### src/hw/noload_pkg.sv
// Constants shared by the no-load detection block: register offsets,
// field positions, reset values and widths.
// Assumes a single DSP clock domain and a word-wide register port.
package noload_pkg;

  localparam int REG_ADDR_W = 8;
  localparam int REG_DATA_W = 32;
  localparam int DSP_W = 28;
  localparam int LEVEL_W = 24;
  localparam int PHASES = 3;

  // register offsets
  localparam logic [7:0] ACTIVE_NOLOAD_LEVEL_OFS = 8'h00;
  localparam logic [7:0] REACTIVE_NOLOAD_LEVEL_OFS = 8'h04;
  localparam logic [7:0] APPARENT_NOLOAD_LEVEL_OFS = 8'h08;
  localparam logic [7:0] SECONDARY_EVENT_STATUS_OFS = 8'h0c;
  localparam logic [7:0] PHASE_NOLOAD_STATE_OFS = 8'h10;
  localparam logic [7:0] SECONDARY_EVENT_MASK_OFS = 8'h14;

  // secondary event status and mask bit positions
  localparam int PQ_NOLOAD_FLAG_BIT = 0;
  localparam int APPARENT_NOLOAD_FLAG_BIT = 2;

  // phase_noload_state field positions (phase A in the low bit)
  localparam int PQ_PHASE_NOLOAD_STATE_LSB = 0;
  localparam int APPARENT_PHASE_NOLOAD_STATE_LSB = 6;

  // instantaneous power at full-scale converter inputs
  localparam logic [DSP_W-1:0] FULL_SCALE_POWER = 28'h1ff6a6b;

  localparam logic [LEVEL_W-1:0] LEVEL_RESET = 24'h000000;
  localparam logic [REG_DATA_W-1:0] WORD_RESET = 32'h00000000;

  // event index on the flag carrier
  localparam int EVT_PQ = 0;
  localparam int EVT_APPARENT = 1;

endpackage

### src/hw/noload_flag_if.sv
// Carrier between the no-load core and its event flag unit.
// Assumes both ends run on the same clock.
`timescale 1ns/1ns
`default_nettype none
interface noload_flag_if;
  import noload_pkg::*;

  logic [1:0] eventSet;
  logic statusWrite;
  logic maskWrite;
  logic [REG_DATA_W-1:0] writeData;
  logic [REG_DATA_W-1:0] status;
  logic [REG_DATA_W-1:0] mask;
  logic irqN;

  modport core (
    output eventSet,
    output statusWrite,
    output maskWrite,
    output writeData,
    input status,
    input mask,
    input irqN
  );

  modport flags (
    input eventSet,
    input statusWrite,
    input maskWrite,
    input writeData,
    output status,
    output mask,
    output irqN
  );
endinterface
`default_nettype wire

### src/hw/noload_detection.sv
// No-load (anti-creep) detection for three phases of a metering DSP.
// Assumes power words arrive with a one-cycle update strobe on ref_clk
// and that the register port is driven by the serial interface logic.
//
// Notes on behaviour
// - Phase in P/Q no-load when both |P| and |Q| are at or below levels.
// - P/Q no-load phase stops active and reactive accumulation and pulses.
// - A negative active or reactive level disables P/Q no-load detection.
// - Levels are 24-bit signed, read zero-padded, sign extended to 28 bits.
// - Levels are clamped to the full-scale instantaneous power constant.
// - Status bit 0 set when P/Q no-load changes in any phase.
// - State bits 2..0 give phase C, B, A P/Q no-load, with bit 0.
// - Mask bit 0 enables interrupt low on P/Q no-load entry or exit.
// - Host reads state after status, writes 1 to clear; line releases.
// - Phase in apparent no-load when |S| at or below level; stops S.
// - A negative apparent level disables apparent no-load detection.
// - Status bit 2 set when apparent no-load changes in any phase.
// - State bits 8, 7, 6 give phase C, B, A apparent no-load.
// - Mask bit 2 enables interrupt low on apparent no-load entry or exit.
// - Status flags set whatever the mask; mask gates only the line.
// - Interrupt line stays low while any enabled flag stays set.
`timescale 1ns/1ns
`default_nettype none
module noload_detection (
  input wire logic ref_clk,
  input wire logic rst_n,
  input wire logic powerValid,
  input wire logic [noload_pkg::PHASES-1:0][noload_pkg::DSP_W-1:0] activePower,
  input wire logic [noload_pkg::PHASES-1:0][noload_pkg::DSP_W-1:0]
    reactivePower,
  input wire logic [noload_pkg::PHASES-1:0][noload_pkg::DSP_W-1:0]
    apparentPower,
  input wire logic [noload_pkg::REG_ADDR_W-1:0] regAddr,
  input wire logic [noload_pkg::REG_DATA_W-1:0] regWrData,
  input wire logic regWrite,
  input wire logic regRead,
  output logic [noload_pkg::REG_DATA_W-1:0] regRdData,
  output logic regRdValid,
  output logic gatedValid,
  output logic [noload_pkg::PHASES-1:0][noload_pkg::DSP_W-1:0] gatedActive,
  output logic [noload_pkg::PHASES-1:0][noload_pkg::DSP_W-1:0] gatedReactive,
  output logic [noload_pkg::PHASES-1:0][noload_pkg::DSP_W-1:0] gatedApparent,
  output logic [noload_pkg::PHASES-1:0] pqAccumEnable,
  output logic [noload_pkg::PHASES-1:0] apparentAccumEnable,
  output logic secondary_interrupt_n
);
  import noload_pkg::*;

  localparam int PAD_W = REG_DATA_W - DSP_W;
  localparam int EXT_W = DSP_W - LEVEL_W;

  noload_flag_if flagBus ();

  logic [LEVEL_W-1:0] activeLevel;
  logic [LEVEL_W-1:0] reactiveLevel;
  logic [LEVEL_W-1:0] apparentLevel;
  logic [PHASES-1:0] pqState;
  logic [PHASES-1:0] apparentState;
  logic [PHASES-1:0][DSP_W-1:0] gatedActiveR;
  logic [PHASES-1:0][DSP_W-1:0] gatedReactiveR;
  logic [PHASES-1:0][DSP_W-1:0] gatedApparentR;
  logic gatedValidR;
  logic [REG_DATA_W-1:0] rdData;
  logic rdValid;

  logic [LEVEL_W-1:0] next_activeLevel;
  logic [LEVEL_W-1:0] next_reactiveLevel;
  logic [LEVEL_W-1:0] next_apparentLevel;
  logic [PHASES-1:0] next_pqState;
  logic [PHASES-1:0] next_apparentState;
  logic [PHASES-1:0][DSP_W-1:0] next_gatedActive;
  logic [PHASES-1:0][DSP_W-1:0] next_gatedReactive;
  logic [PHASES-1:0][DSP_W-1:0] next_gatedApparent;
  logic next_gatedValid;
  logic [REG_DATA_W-1:0] next_rdData;
  logic next_rdValid;

  logic [DSP_W-1:0] activeLevelExt;
  logic [DSP_W-1:0] reactiveLevelExt;
  logic [DSP_W-1:0] apparentLevelExt;
  logic pqEnable;
  logic apparentEnable;
  logic [PHASES-1:0] activeBelow;
  logic [PHASES-1:0] reactiveBelow;
  logic [PHASES-1:0] apparentBelow;
  logic [REG_DATA_W-1:0] phaseStateWord;
  logic [PHASES-1:0] pqBelow;
  logic [PHASES-1:0][DSP_W-1:0] activeKept;
  logic [PHASES-1:0][DSP_W-1:0] reactiveKept;
  logic [PHASES-1:0][DSP_W-1:0] apparentKept;
  logic wrActive;
  logic wrReactive;
  logic wrApparent;
  logic wrStatus;
  logic wrMask;

  // 28-bit internal view of the 24-bit levels
  assign activeLevelExt = {{EXT_W{activeLevel[LEVEL_W-1]}}, activeLevel};
  assign reactiveLevelExt = {{EXT_W{reactiveLevel[LEVEL_W-1]}},
    reactiveLevel};
  assign apparentLevelExt = {{EXT_W{apparentLevel[LEVEL_W-1]}},
    apparentLevel};

  // a negative level would clamp to full scale and match nearly any power, so gate it explicitly
  assign pqEnable = !activeLevel[LEVEL_W-1] && !reactiveLevel[LEVEL_W-1];
  assign apparentEnable = !apparentLevel[LEVEL_W-1];

  genvar ph;
  generate
    for (ph = 0; ph < PHASES; ph++) begin : g_phase
      noload_phase_cmp activeCmp (
        .power(activePower[ph]),
        .level(activeLevelExt),
        .enable(pqEnable),
        .below(activeBelow[ph])
      );
      noload_phase_cmp reactiveCmp (
        .power(reactivePower[ph]),
        .level(reactiveLevelExt),
        .enable(pqEnable),
        .below(reactiveBelow[ph])
      );
      noload_phase_cmp apparentCmp (
        .power(apparentPower[ph]),
        .level(apparentLevelExt),
        .enable(apparentEnable),
        .below(apparentBelow[ph])
      );
      // verdict and the words passed on, taken only at an update
      assign pqBelow[ph] = activeBelow[ph] && reactiveBelow[ph];
      assign activeKept[ph] = pqBelow[ph] ? '0 : activePower[ph];
      assign reactiveKept[ph] = pqBelow[ph] ? '0 : reactivePower[ph];
      assign apparentKept[ph] = apparentBelow[ph] ? '0 :
        apparentPower[ph];
    end
  endgenerate

  always_comb begin
    phaseStateWord = WORD_RESET;
    phaseStateWord[PQ_PHASE_NOLOAD_STATE_LSB +: PHASES] = pqState;
    phaseStateWord[APPARENT_PHASE_NOLOAD_STATE_LSB +: PHASES] =
      apparentState;
  end

  // detection and energy gating
  always_comb begin
    next_pqState = pqState;
    next_apparentState = apparentState;
    next_gatedActive = gatedActiveR;
    next_gatedReactive = gatedReactiveR;
    next_gatedApparent = gatedApparentR;
    next_gatedValid = powerValid;
    if (powerValid) begin
      next_pqState = pqBelow;
      next_apparentState = apparentBelow;
      // zero power means nothing accumulates and no pulse builds up
      next_gatedActive = activeKept;
      next_gatedReactive = reactiveKept;
      next_gatedApparent = apparentKept;
    end
    // state bits and status flags move on the same edge
    flagBus.eventSet[EVT_PQ] = powerValid && (next_pqState != pqState);
    flagBus.eventSet[EVT_APPARENT] = powerValid &&
      (next_apparentState != apparentState);
  end

  always_ff @(posedge ref_clk) begin
    if (!rst_n) begin
      pqState <= '0;
      apparentState <= '0;
      gatedActiveR <= '0;
      gatedReactiveR <= '0;
      gatedApparentR <= '0;
      gatedValidR <= 1'b0;
    end else begin
      pqState <= next_pqState;
      apparentState <= next_apparentState;
      gatedActiveR <= next_gatedActive;
      gatedReactiveR <= next_gatedReactive;
      gatedApparentR <= next_gatedApparent;
      gatedValidR <= next_gatedValid;
    end
  end

  // write decode: one strobe per writable register, unmapped offsets match none
  always_comb begin
    wrActive = 1'b0;
    wrReactive = 1'b0;
    wrApparent = 1'b0;
    wrStatus = 1'b0;
    wrMask = 1'b0;
    if (regWrite) begin
      case (regAddr)
        ACTIVE_NOLOAD_LEVEL_OFS: begin
          wrActive = 1'b1;
        end
        REACTIVE_NOLOAD_LEVEL_OFS: begin
          wrReactive = 1'b1;
        end
        APPARENT_NOLOAD_LEVEL_OFS: begin
          wrApparent = 1'b1;
        end
        SECONDARY_EVENT_STATUS_OFS: begin
          wrStatus = 1'b1;
        end
        SECONDARY_EVENT_MASK_OFS: begin
          wrMask = 1'b1;
        end
        // the phase state word is read-only, so writes to it drop here
        default: begin
        end
      endcase
    end
  end

  // levels, plus the write strobes handed to the flag unit
  always_comb begin
    next_activeLevel = activeLevel;
    next_reactiveLevel = reactiveLevel;
    next_apparentLevel = apparentLevel;
    if (wrActive) begin
      next_activeLevel = regWrData[LEVEL_W-1:0];
    end
    if (wrReactive) begin
      next_reactiveLevel = regWrData[LEVEL_W-1:0];
    end
    if (wrApparent) begin
      next_apparentLevel = regWrData[LEVEL_W-1:0];
    end
    flagBus.statusWrite = wrStatus;
    flagBus.maskWrite = wrMask;
    flagBus.writeData = regWrData;
  end

  always_ff @(posedge ref_clk) begin
    if (!rst_n) begin
      activeLevel <= LEVEL_RESET;
      reactiveLevel <= LEVEL_RESET;
      apparentLevel <= LEVEL_RESET;
    end else begin
      activeLevel <= next_activeLevel;
      reactiveLevel <= next_reactiveLevel;
      apparentLevel <= next_apparentLevel;
    end
  end

  // read answer: registered, so data stands one cycle after the strobe
  always_comb begin
    next_rdValid = regRead;
    next_rdData = rdData;
    if (regRead) begin
      case (regAddr)
        ACTIVE_NOLOAD_LEVEL_OFS: begin
          next_rdData = {{PAD_W{1'b0}}, activeLevelExt};
        end
        REACTIVE_NOLOAD_LEVEL_OFS: begin
          next_rdData = {{PAD_W{1'b0}}, reactiveLevelExt};
        end
        APPARENT_NOLOAD_LEVEL_OFS: begin
          next_rdData = {{PAD_W{1'b0}}, apparentLevelExt};
        end
        SECONDARY_EVENT_STATUS_OFS: begin
          next_rdData = flagBus.status;
        end
        PHASE_NOLOAD_STATE_OFS: begin
          next_rdData = phaseStateWord;
        end
        SECONDARY_EVENT_MASK_OFS: begin
          next_rdData = flagBus.mask;
        end
        default: begin
          next_rdData = WORD_RESET;
        end
      endcase
    end
  end

  always_ff @(posedge ref_clk) begin
    if (!rst_n) begin
      rdData <= WORD_RESET;
      rdValid <= 1'b0;
    end else begin
      rdData <= next_rdData;
      rdValid <= next_rdValid;
    end
  end

  noload_event_flags flagUnit (
    .ref_clk(ref_clk),
    .rst_n(rst_n),
    .flagBus(flagBus.flags)
  );

  assign regRdData = rdData;
  assign regRdValid = rdValid;
  assign gatedValid = gatedValidR;
  assign gatedActive = gatedActiveR;
  assign gatedReactive = gatedReactiveR;
  assign gatedApparent = gatedApparentR;
  assign pqAccumEnable = ~pqState;
  assign apparentAccumEnable = ~apparentState;
  assign secondary_interrupt_n = flagBus.irqN;
endmodule
`default_nettype wire

### src/hw/noload_phase_cmp.sv
// One phase, one power: magnitude compared against a no-load level.
// Assumes the level is already sign extended to the DSP width.
`timescale 1ns/1ns
`default_nettype none
module noload_phase_cmp (
  input wire logic [noload_pkg::DSP_W-1:0] power,
  input wire logic [noload_pkg::DSP_W-1:0] level,
  input wire logic enable,
  output logic below
);
  import noload_pkg::*;

  logic [DSP_W:0] magnitude;
  logic [DSP_W:0] limit;

  always_comb begin
    // one extra bit so the most negative power has a true magnitude
    if (power[DSP_W-1]) begin
      magnitude = {1'b0, ~power} + {{DSP_W{1'b0}}, 1'b1};
    end else begin
      magnitude = {1'b0, power};
    end
    // a level past full scale means every real power counts as no-load
    if (level > FULL_SCALE_POWER) begin
      limit = {1'b0, FULL_SCALE_POWER};
    end else begin
      limit = {1'b0, level};
    end
    below = enable && (magnitude <= limit);
  end
endmodule
`default_nettype wire

### src/hw/noload_event_flags.sv
// Secondary event status and mask with the active-low interrupt line.
// Assumes event pulses are one cycle wide and on the same clock.
`timescale 1ns/1ns
`default_nettype none
module noload_event_flags (
  input wire logic ref_clk,
  input wire logic rst_n,
  noload_flag_if.flags flagBus
);
  import noload_pkg::*;

  logic [REG_DATA_W-1:0] status;
  logic [REG_DATA_W-1:0] mask;
  logic irqN;
  logic [REG_DATA_W-1:0] next_status;
  logic [REG_DATA_W-1:0] next_mask;
  logic next_irqN;

  always_comb begin
    next_status = status;
    next_mask = mask;
    if (flagBus.statusWrite) begin
      next_status = status & ~flagBus.writeData;
    end
    // set after clear so a same-cycle event survives the write
    if (flagBus.eventSet[EVT_PQ]) begin
      next_status[PQ_NOLOAD_FLAG_BIT] = 1'b1;
    end
    if (flagBus.eventSet[EVT_APPARENT]) begin
      next_status[APPARENT_NOLOAD_FLAG_BIT] = 1'b1;
    end
    if (flagBus.maskWrite) begin
      next_mask = flagBus.writeData;
    end
    // only the two implemented flags can ever be set
    next_irqN = ~|(next_status & next_mask);
  end

  always_ff @(posedge ref_clk) begin
    if (!rst_n) begin
      status <= WORD_RESET;
      mask <= WORD_RESET;
      irqN <= 1'b1;
    end else begin
      status <= next_status;
      mask <= next_mask;
      irqN <= next_irqN;
    end
  end

  assign flagBus.status = status;
  assign flagBus.mask = mask;
  assign flagBus.irqN = irqN;
endmodule
`default_nettype wire

### config.mk
export PLATFORM = sky130hd
export DESIGN_NAME = noload_detection
export DESIGN_NICKNAME = d
export VERILOG_FILES = /design/src/hw/noload_pkg.sv /design/src/hw/noload_flag_if.sv /design/src/hw/noload_detection.sv /design/src/hw/noload_phase_cmp.sv /design/src/hw/noload_event_flags.sv
export SDC_FILE = /design/constraint.sdc
export NUM_CORES = 1
export LEC_CHECK = 0
export BUFFER_PORTS_ARGS = -buffer_cell sky130_fd_sc_hd__buf_4
export CAP_MARGIN = 5
export CORE_UTILIZATION = 45
export CTS_CLUSTER_SIZE = 12
export DETAILED_ROUTE_END_ITERATION = 10
export GPL_TIMING_DRIVEN = 0
export HOLD_SLACK_MARGIN = 0.02
export MAX_ROUTING_LAYER = met4
export PLACE_DENSITY_LB_ADDON = 0.25
export RECOVER_POWER = 50
export SYNTH_ARGS = -nofsm -noshare
export SYNTH_HDL_FRONTEND = slang
export SYNTH_SLANG_ARGS = --single-unit
### constraint.sdc
create_clock -name ref_clk -period 4.75 [get_ports ref_clk]
set_clock_uncertainty 0.1 [all_clocks]
set_input_delay 0.2375 -clock ref_clk [delete_from_list [all_inputs] [get_ports ref_clk]]
set_output_delay 0.2375 -clock ref_clk [all_outputs]
set_load 0.01 [all_outputs]
==> results.toml <==
[run_status]
status = "completed"

[sta]
fmax_mhz = 220
final-setup-viol-count = 0
rsz0062_at_grt = "no"
worst_pin_slew_ps = 1420
slew_headroom_pct = 5.38
setup-tns-final_ps = 0
finalCritPeriodShare_pct = 95.9
fin_crit_ps = 4550
hold_violations = 0
timing.final.max_slew_violations = 0

[die]
die_x_um = 242
core_sq_um = 56700
dieArea_sq_um = 58600
die_h_um = 242
io_pins = 590
start_util_pct = 45.7
rows = 87

[placed_design]
gp_congestion = 1.00
hpwl_um = 83200
dp.cells = 4618
port-buffer-count = 585

[global_route]
grt_antenna_before_repair = 8
grt_first_pass_wirelength_um = 165000
grt_start_max_net_pins = 16
grtUsageTotal_pct = 37.2
grt_pass1_vias = 28200
globalRouteOverflowTotal = 0

[logic_synthesis]
synth_edf_count = 0
seq_area_frac_synth_pct = 33.1
yosysWarnings = 0
netlist_area_sq_um = 25900
ys_types = 74
ys_ff_latch = 429
synth_cells = 3277
yosys_most_used_dff = "dfxtp_1"
async_reset_ff_share_pct = 0
syn_avg_cell_area_sq_um = 7.92
synth_nets = 3808

[clock_network]
cts_htree_levels = 2
cts.sinks = 429
cts_tree = "built"
cts.clk_slew.worst_paths_ps = 60
cts-buffers-inserted = 47
clockBufferDepth = 3
clk_latency_ps = 620
root_buffer = "clkbuf_16"

[setup_path]
path_common_cell = "nand4_1"
crit_chain = "dlygate4sd3_1 > buf_4 > or4_4 > or2_2 > or4_4 > o31ai_4 > xnor2_1 > ha_1 > nand4_1 > nor4_2 > nand2_1 > a21oi_1 > o221ai_1 > a21oi_1 > nand4_1 > buf_4 > xnor2_1 > nand4_1 > a221oi_2"
critPathCaptureType = "flip-flop"
ff2ff_setup_slack_ps = 370
cp_slowest_stage_delay_ps = 570
path_max_fanout = 4
critical_path_required_ps = 5170
critPathLaunchType = "input port"
arrival_ps = 4980
crit_type = "input port to flip-flop"
cp_slowest_cell = "dlygate4sd3_1"

[hold_path]
min_path_type = "input port to flip-flop"

[finish]
area_growth_pct = 33.9
finalNonFillerCells = 4989
drive_above_1_share_pct = 10.5
num-nets-final = 4725
nFillCells = 5289
final_core_util_pct = 61.3

[pwr]
cellPowerDensity_nw_per_um2 = 278
finalPower_w = 0.00967
ir_drop_uv = 295
total_leakage_power_nw = 13.2

[routing]
wl_per_cell_um = 22.1
viasPerCell = 5.87
first_iter_violations = 2569
drc = 0
postRouteAntennaNets = 0
first_pass_iters = 6
routed_wl_um = 110000
vias = 29300

[flow_run]
cap_violations = 0
[synthesized netlist by cell type (4+ instances only)]
cell | count | area share [%]
inv_1 | 45 | 0.65
ha_1 | 234 | 11
xnor2_1 | 212 | 7.2
a22oi_1 | 173 | 5.0
o21bai_1 | 4 | 0.12
dfxtp_1 | 429 | 33
nor3_1 | 27 | 0.52
mux2i_1 | 52 | 2.0
nor2_1 | 342 | 4.9
o2111ai_1 | 6 | 0.20
mux4_2 | 6 | 0.52
nand2b_1 | 22 | 0.53
or4_1 | 33 | 0.95
o21a_1 | 6 | 0.17
nand2_1 | 511 | 7.4
a311oi_1 | 7 | 0.24
a31oi_1 | 10 | 0.24
clkbuf_1 | 163 | 2.4
o41ai_1 | 34 | 1.1
or3_1 | 22 | 0.53
a2111oi_0 | 5 | 0.17
a211oi_1 | 22 | 0.64
o211ai_1 | 6 | 0.17
nand3_1 | 152 | 2.9
a41oi_1 | 4 | 0.14
and3_1 | 12 | 0.29
o31ai_1 | 70 | 2.0
xor2_1 | 5 | 0.17
and4_1 | 6 | 0.20
a21o_1 | 13 | 0.38
nor2b_1 | 11 | 0.27
nand4_1 | 44 | 1.1
nand3b_1 | 15 | 0.43
o22ai_1 | 10 | 0.24
o21ai_0 | 131 | 2.5
buf_2 | 16 | 0.31
or2_2 | 16 | 0.39
nor4_1 | 29 | 0.70
buf_1 | 15 | 0.22
a21oi_1 | 304 | 5.9
[power breakdown]
group          switching [W]  internal (W)
registers          0.0000754       0.00373
logic                0.00117      0.000900
clock network        0.00165       0.00215
[metal layers]
layer	up-vias	track usage [%]	wire, um
li1	13700	-	-
met1	13700	43.5	42700
met2	1559	60.7	51200
met3	386	6.37	9640
met4	0	20.2	6680
met5	-	-	0
[critical path, delay by kind of cell]
family	cells	cell delay, ps
and+or+nand+nor	8	2300
xor gates and xnor gates	2	280
buffers and inverters	3	930
AOI/OAI and AO/OA	5	920
adders and majority gates	1	300
[sequential cells by signal (all words and copies together) (netlist names), 32 cells and up]
signal	count
gatedActive	84
gatedApparent	84
gatedReactive	84
flagUnit.flagBus.mask	32
flagUnit.flagBus.status	32
regRdData	32
[path summary, 6_finish.rpt]
check | startpoint | end | cells past startpoint
max reg2reg | activeLevel[23]$_SDFFE_PN0P_ | flagUnit.flagBus.irqN$_SDFF_PN1_ | 13
max | reactivePower[62] | flagUnit.flagBus.irqN$_SDFF_PN1_ | 19
min reg2reg | gatedApparent[23]$_SDFFE_PN0P_ | gatedApparent[23]$_SDFFE_PN0P_ | 2
min | regAddr[4] | regRdData[8]$_SDFFE_PN0P_ | 5
[repair_timing]
action,CTS,global route
resized for setup,2,42
hold buffers,279,0
endpoints found under the setup margin,9,211
pin swaps,1,6
hold endpoints to repair,386,0
setup buffers,2,5
[cell type report]
cell class / count / area, sq um / share of cell area [%]
tap: 756 / 946 / 2.72
timing repair buffer: 871 / 6130 / 17.7
multi-input combinational: 2606 / 16600 / 47.7
inverter: 48 / 181 / 0.522
antenna: 8 / 20.0 / 0.0576
sequential: 429 / 8590 / 24.7
clock buffer: 66 / 1350 / 3.88
clock inverter: 14 / 206 / 0.594
buffer: 191 / 752 / 2.16
[cells by family after synthesis]
group	Yosys count	synth area share [%]
compound gates	833	20.3
xor+xnor	217	7.33
fa+ha+maj	234	11.3
buf+inv	242	3.58
flops	429	33.1
mux	58	2.53
simple gates	1264	21.9
[stage by stage]
| stage | instance area, sq um | hold slack (ps) | setup WS (ps) |
|---|---|---|---|
| 4_1_cts | 35600 | 25.5 | 17.8 |
| 2_1_floorplan | 25900 | 273 | 393 |
| 6_report | 34700 | 55.0 | 196 |
| 3_3_place_gp | 31300 | 342 | -721 |
| 5_1_grt | 34700 | 91.4 | 1.62 |
| 3_5_place_dp | 31300 | 350 | -815 |
[cells in the final DEF (no fill, tap or decap), types with 7 or more instances in the layout]
master and n:
nand2_1 511, clkbuf_1 466, dfxtp_1 429, nor2_1 341
a21oi_1 303, buf_4 299, dlygate4sd3_1 279, ha_1 234
xnor2_1 212, a22oi_1 173, nand3_1 151, o21ai_0 127
o31ai_1 67, mux2i_1 52, clkbuf_16 47, inv_1 45
nand4_1 44, or4_1 31, o41ai_1 30, nor3_1 27
nor4_1 23, nand2b_1 22, a211oi_1 22, or3_1 21
or2_2 16, nand3b_1 15, buf_2 14, a21o_1 13
and3_1 12, nor2b_1 11, a31oi_1 10, o22ai_1 10
clkbuf_8 10, buf_1 9, diode_2 8, a311oi_1 7
No activity file was read; power rests on OpenSTA's default activity.
